$ cat config.mk
export PLATFORM = sky130hd
export DESIGN_NAME = iglc_spacing_tracker_flat
export DESIGN_NICKNAME = d
export VERILOG_FILES = /design/src/iglc_pkg.sv /design/src/iglc_spacing_if.sv /design/src/iglc_spacing_tracker.sv /design/src/flat_wrapper.sv
export SDC_FILE = /design/constraint.sdc
export NUM_CORES = 1
export LEC_CHECK = 0
export BUFFER_PORTS_ARGS = -buffer_cell sky130_fd_sc_hd__buf_2
export CAP_MARGIN = 40
export CORE_MARGIN = 4
export CORE_UTILIZATION = 43
export CTS_CLUSTER_DIAMETER = 120
export DETAILED_ROUTE_END_ITERATION = 10
export GPL_ROUTABILITY_DRIVEN = 0
export MAX_ROUTING_LAYER = met4
export PLACE_DENSITY = 0.87
export SYNTH_ARGS = -nofsm -noshare
export SYNTH_HDL_FRONTEND = slang
export SYNTH_SLANG_ARGS = --single-unit
$ cat constraint.sdc
create_clock -name i_ref_clk -period 1.93 [get_ports i_ref_clk]
set_input_delay 0.0965 -clock i_ref_clk [delete_from_list [all_inputs] [get_ports i_ref_clk]]
set_output_delay 0.0965 -clock i_ref_clk [all_outputs]
set_load 0.1 [all_outputs]
$ cat src/iglc_pkg.sv
// constants and slot descriptor layout for the issue group legality checker
// assumes the dispatch stage pre-decodes every slot of a group into iglc_slot_type
package iglc_pkg;

  // group limits
  localparam logic [3:0] EXT_BUDGET = 4'h2;
  localparam logic [1:0] EXT_TWO = 2'h2;
  localparam logic [1:0] EXT_ONE = 2'h1;
  localparam logic [3:0] MAX_TWO_WORD = 4'h2;
  localparam logic [3:0] MAX_SG_AGU = 4'h1;
  localparam logic [3:0] MAX_SG_DATA_ARITH_UNIT = 4'h2;
  localparam logic [3:0] MAX_SUBGROUPS = 4'h2;
  localparam logic [3:0] MAX_SWW = 4'h1;

  // spacing, in core clock cycles, and the low-bank pointer bound
  localparam logic [1:0] MOD_CTL_GAP_CYC = 2'h2;
  localparam logic [1:0] MOD_CTL_AGE_RST = 2'h2;
  localparam logic [3:0] LOW_BANK_PTRS = 4'h8;

  // address register ids: 0..15 pointers, 16..19 offset registers
  localparam int NUM_AREGS = 20;
  localparam int ID_W = 5;

  // subgroup codes
  localparam logic [1:0] SG_NONE = 2'h0;
  localparam logic [1:0] SG_COND_A = 2'h1;
  localparam logic [1:0] SG_COND_B = 2'h2;
  localparam logic [1:0] SG_ALWAYS = 2'h3;

  // exclusive class bits
  localparam int CLS_MARK = 0;
  localparam int CLS_DEBUG = 1;
  localparam int CLS_INTR = 2;
  localparam int CLS_LOOP = 3;
  localparam int NUM_CLS = 4;

  // violation category bits
  localparam int V_EXT = 0;
  localparam int V_EXCL = 1;
  localparam int V_SWW = 2;
  localparam int V_XRET = 3;
  localparam int V_NMSRC = 4;
  localparam int V_SGLIM = 5;
  localparam int V_SHAPE = 6;
  localparam int V_ACC_D = 7;
  localparam int V_ACC_SG = 8;
  localparam int V_MODCTL = 9;
  localparam int V_ASPACE = 10;
  localparam int V_AWR_RD = 11;
  localparam int V_LPC = 12;
  localparam int V_EMR = 13;
  localparam int NUM_VIOL = 14;

  typedef struct packed {
    logic valid;
    logic [1:0] sg;
    logic cond_prefix;
    logic is_prefix;
    logic [1:0] ext;
    logic [NUM_CLS-1:0] cls;
    logic sww;
    logic xret;
    logic stk_ret;
    logic address_unit;
    logic agu_impl;
    logic agu_dreg;
    logic data_arith_unit;
    logic acc;
    logic acc_alu;
    logic nm_src_v;
    logic [ID_W-1:0] nm_src;
    logic emr_rd;
    logic lpc_wr_v;
    logic [1:0] lpc_wr;
    logic lpc_rd_v;
    logic [1:0] lpc_rd;
    logic awr_v;
    logic [ID_W-1:0] awr;
    logic mrd_v;
    logic [ID_W-1:0] mrd;
    logic mod_ctl_wr;
    logic ptr_v;
    logic [3:0] ptr;
    logic ptr_noupd;
    logic mwr_v;
    logic [ID_W-1:0] mwr;
    logic ause_v;
    logic [ID_W-1:0] ause;
  } iglc_slot_type;

  localparam int SLOT_W = $bits(iglc_slot_type);

endpackage

$ cat src/iglc_spacing_if.sv
// spacing notifications between group checker and spacing tracker
// assumes both ends run on the core clock
`timescale 1ns/1ps
`default_nettype none
interface iglc_spacing_if;
  logic grp_valid;
  logic mod_ctl_wr;
  logic low_mod_use;
  logic [iglc_pkg::NUM_AREGS-1:0] wr_mask;
  logic [iglc_pkg::NUM_AREGS-1:0] use_mask;
  logic mod_ctl_hazard;
  logic addr_hazard;

  modport chk_side (
    output grp_valid, mod_ctl_wr, low_mod_use, wr_mask, use_mask,
    input mod_ctl_hazard, addr_hazard
  );
  modport trk_side (
    input grp_valid, mod_ctl_wr, low_mod_use, wr_mask, use_mask,
    output mod_ctl_hazard, addr_hazard
  );
endinterface
`default_nettype wire

$ cat src/iglc_spacing_tracker.sv
// cross-group spacing tracker: modifier-control age and last-cycle address writes
// assumes one group per valid cycle; idle cycles still count as elapsed cycles
`timescale 1ns/1ps
`default_nettype none
module iglc_spacing_tracker (
  // clock and reset
  input wire logic i_ref_clk,
  input wire logic i_rst,
  // spacing link
  iglc_spacing_if.trk_side sp
);

  typedef struct packed {
    logic [1:0] mod_age;
    logic [iglc_pkg::NUM_AREGS-1:0] prev_wr;
  } iglc_trk_state_type;

  iglc_trk_state_type st_reg;
  iglc_trk_state_type st_next;

  always_comb begin
    st_next = st_reg;
    // saturate so an old write never wraps back into a hazard
    if (st_reg.mod_age < iglc_pkg::MOD_CTL_GAP_CYC) begin
      st_next.mod_age = st_reg.mod_age + 2'h1;
    end
    if (sp.grp_valid && sp.mod_ctl_wr) begin
      st_next.mod_age = 2'h0;
    end
    // one cycle of history is all the address spacing needs
    st_next.prev_wr = sp.grp_valid ? sp.wr_mask : '0;
  end

  always_ff @(posedge i_ref_clk) begin
    if (i_rst) begin
      st_reg.mod_age <= iglc_pkg::MOD_CTL_AGE_RST;
      st_reg.prev_wr <= '0;
    end else begin
      st_reg <= st_next;
    end
  end

  assign sp.mod_ctl_hazard = sp.grp_valid && sp.low_mod_use &&
    (st_reg.mod_age < iglc_pkg::MOD_CTL_GAP_CYC);
  assign sp.addr_hazard = sp.grp_valid && (|(st_reg.prev_wr & sp.use_mask));
endmodule
`default_nettype wire

$ cat src/flat_wrapper.sv
// flat-port wrapper written by rule: the top's interface ports become plain ports
module iglc_spacing_tracker_flat 
  (i_ref_clk, i_rst, sp_grp_valid, sp_mod_ctl_wr, sp_low_mod_use, sp_wr_mask, sp_use_mask, sp_mod_ctl_hazard, sp_addr_hazard);
  iglc_spacing_if sp_i ();
  input wire logic i_ref_clk;
  input wire logic i_rst;
  input wire logic [$bits(sp_i.grp_valid)-1:0] sp_grp_valid;
  input wire logic [$bits(sp_i.mod_ctl_wr)-1:0] sp_mod_ctl_wr;
  input wire logic [$bits(sp_i.low_mod_use)-1:0] sp_low_mod_use;
  input wire logic [$bits(sp_i.wr_mask)-1:0] sp_wr_mask;
  input wire logic [$bits(sp_i.use_mask)-1:0] sp_use_mask;
  output wire logic [$bits(sp_i.mod_ctl_hazard)-1:0] sp_mod_ctl_hazard;
  output wire logic [$bits(sp_i.addr_hazard)-1:0] sp_addr_hazard;
  assign sp_i.grp_valid = sp_grp_valid;
  assign sp_i.mod_ctl_wr = sp_mod_ctl_wr;
  assign sp_i.low_mod_use = sp_low_mod_use;
  assign sp_i.wr_mask = sp_wr_mask;
  assign sp_i.use_mask = sp_use_mask;
  assign sp_mod_ctl_hazard = sp_i.mod_ctl_hazard;
  assign sp_addr_hazard = sp_i.addr_hazard;
  iglc_spacing_tracker u_core (.i_ref_clk(i_ref_clk), .i_rst(i_rst), .sp(sp_i));
endmodule
==> flow_metrics.tcl <==
set metrics [dict create \
    cts_htree_levels 1 \
    cts.clk_slew.worst_paths_ns 0.12 \
    yosysWarningCount 0 \
    hold_depth 4 \
    grt-ovfl-total 0 \
    ys_seq_elements 22 \
    multi_input_area_um2 295 \
    drive_gt1_share_pct 40.4 \
    synth_nets 111 \
    syn-instance-count 66 \
    fin_worst_skew_ns 0.0000145 \
    peakVddDrop_uv 463 \
    slew_headroom_pct 67.6 \
    power.leakage_nw 0.587 \
    finalMaxSlewViolations 0 \
    drt_iter0_drc 6 \
    grt_max_degree 13 \
    run_status "finished, final reports clean" \
    switching_share_pct 22.8 \
    vias 715 \
    period_share_pct 90.5 \
    hp-class "in2reg" \
    clkSinkCount 22 \
    maxCapViolations 0 \
    clkLatencyLatePin_ns 0.29 \
    grt_pass1_vias 747 \
    synth_common_cells "dfxtp_1, and2_1" \
    yosys.area.top_type "dfxtp_1" \
    r2r-end "u_core.st_reg[20]" \
    hold_end "u_core.st_reg[20]" \
    synth_edf_count 0 \
    drc 0 \
    die_y_um 49.6 \
    start_util_pct 47.3 \
    rows 14 \
    min_period_ns 1.75 \
    crit_required_ns 1.83 \
    final_nets 182 \
    r2r_setup_slack_ns 1.23 \
    pwr-share-seq_pct 55.1 \
    synthTopCellsByArea "dfxtp_1, and2_1, a221oi_2, a22o_1, a22oi_1" \
    worst_pin_slew_ns 0.485 \
    cts_tree "done" \
    synth_cell_types 16 \
    hold_start "sp_mod_ctl_wr" \
    yosysMostFrequentCell "dfxtp_1" \
    yosysSeqAreaShare_pct 59.1 \
    postCtsSetupRepairBufs 0 \
    r2r_cells 3 \
    syn_avg_cell_area_um2 11.3 \
    fp.dieW_um 49.6 \
    die-area_mm2 0.00246 \
    combPwrFrac_pct 16.9 \
    worstPathMaxFanout 1 \
    numCtsBuffers 3 \
    start_kind "flip-flop" \
    finalSetupTns_ns 0 \
    arrival_ns 1.65 \
    vias_per_cell 4.70 \
    report.final.hold_viol_count 0 \
    power.internal_mw 0.676 \
    cts.path.max_buffers 2 \
    ioPinCount 47 \
    syn-cell-area_um2 746 \
    wl_per_cell_um 12.7 \
    async_flop_share_pct 0 \
    switchingPower_mw 0.199 \
    dr.pass1.iters 3 \
    worst-setup-path-type "reg2out" \
    r2r-start "u_core.st_reg[21]" \
    num_antenna_cells 0 \
    grt_use_total_pct 17.3 \
    portBuffers 46 \
    synth_ff_type "dfxtp_1" \
    final.fill_count 97 \
    end_kind "output pin" \
    setup_viol 0 \
    largest_reg_flops 22 \
    antenna_found_initial 0 \
    grt_pass1_wl_mm 3.08 \
    power.density_mw_per_mm2 705 \
    ant_nets 0 \
    synth_top_area_share_pct 59.1 \
    routed_wl_mm 1.93 \
    area_growth_pct 66.3 \
    coreArea_mm2 0.00158 \
    grt_setup_unrepaired "no" \
    clockPowerShare_pct 28.0 \
    fmax_ghz 0.572 \
    cts_root_buf "clkbuf_4" \
    seq_area_um2 440 \
    final_util_pct 78.7 \
]
metrics by stage:
| step | cells | instance area (um^2) | worst slack (ns) | hold slack, ns | power, mW |
|---|---|---|---|---|---|
| after floorplan | 66 | 746 | 0.257 | 0.168 | 0.551 |
| after global placement | 126 | 986 | 0.575 | 0.282 | 0.601 |
| after detailed placement | 127 | 993 | 0.531 | 0.284 | 0.607 |
| after CTS | 152 | 1240 | 0.184 | 0.0368 | 0.881 |
| after global routing | 152 | 1240 | 0.118 | 0.0576 | 0.912 |
| final | 152 | 1240 | 0.183 | 0.0491 | 0.875 |
power by group through the flow:
stage	combinational (mW)	sequential (mW)	clock, mW
after floorplan	0.0613	0.490	0
after global placement	0.110	0.491	0
after detailed placement	0.115	0.492	0
after CTS	0.148	0.482	0.251
after global routing	0.161	0.485	0.267
final	0.148	0.482	0.245
critical path, cell delays in order (launching register included):
cell      delay, ns
dfxtp_1        0.34
a22o_1         0.25
a221oi_2       0.18
nand4_1        0.12
o21a_1         0.18
buf_2          0.29
worst max path at each step:
stage	from	endpoint	slack, ns	depth (start not counted)
global route	u_core.st_reg[0]	sp_addr_hazard	0.12	5
global placement	u_core.st_reg[0]	sp_addr_hazard	0.57	5
detailed placement	u_core.st_reg[0]	sp_addr_hazard	0.53	5
floorplan	u_core.st_reg[21]	sp_mod_ctl_hazard	0.26	1
CTS	u_core.st_reg[0]	sp_addr_hazard	0.18	5
finish	u_core.st_reg[0]	sp_addr_hazard	0.18	5
cells in the final DEF (no fill, tap or decap), drive strengths merged, types with 2 or more instances in the layout:
master       instances
a22o                 3
clkbuf               4
nor2                 2
nand2                3
dlygate4sd3         21
a22oi                4
dfxtp               22
and2                20
buf                 47
a221oi               3
per-layer routing:
| layer | track usage, % | share of wire [%] |
|---|---|---|
| met1 | 15.6 | 36 |
| met5 | - | 0 |
| met4 | 9.68 | 2.9 |
| met2 | 31.7 | 55 |
| met3 | 5.12 | 6.3 |
layout make-up:
cell class              instances  share of cell area (%)
well taps                      16                    1.61
clock buffers                   4                    2.93
flip-flops and latches         22                    35.5
multi-input cells              42                    23.8
repair buffers                 68                    36.1
timing repair:
| action | CTS | global route |
|---|---|---|
| hold endpoints to repair | 21 | 0 |
| hold buffers | 21 | 0 |
| gates resized for setup | 0 | 0 |
cell families (layout without fill, tap and decap cells):
family | count (synthesis) | count (layout) | synth area share (%)
buf+inv | 2 | 72 | 1.34
flops | 22 | 22 | 59.1
simple gates | 29 | 29 | 22.5
compound gates | 12 | 12 | 15.9
xor+xnor | 1 | 1 | 1.17
No activity file was read; power rests on OpenSTA's default activity.
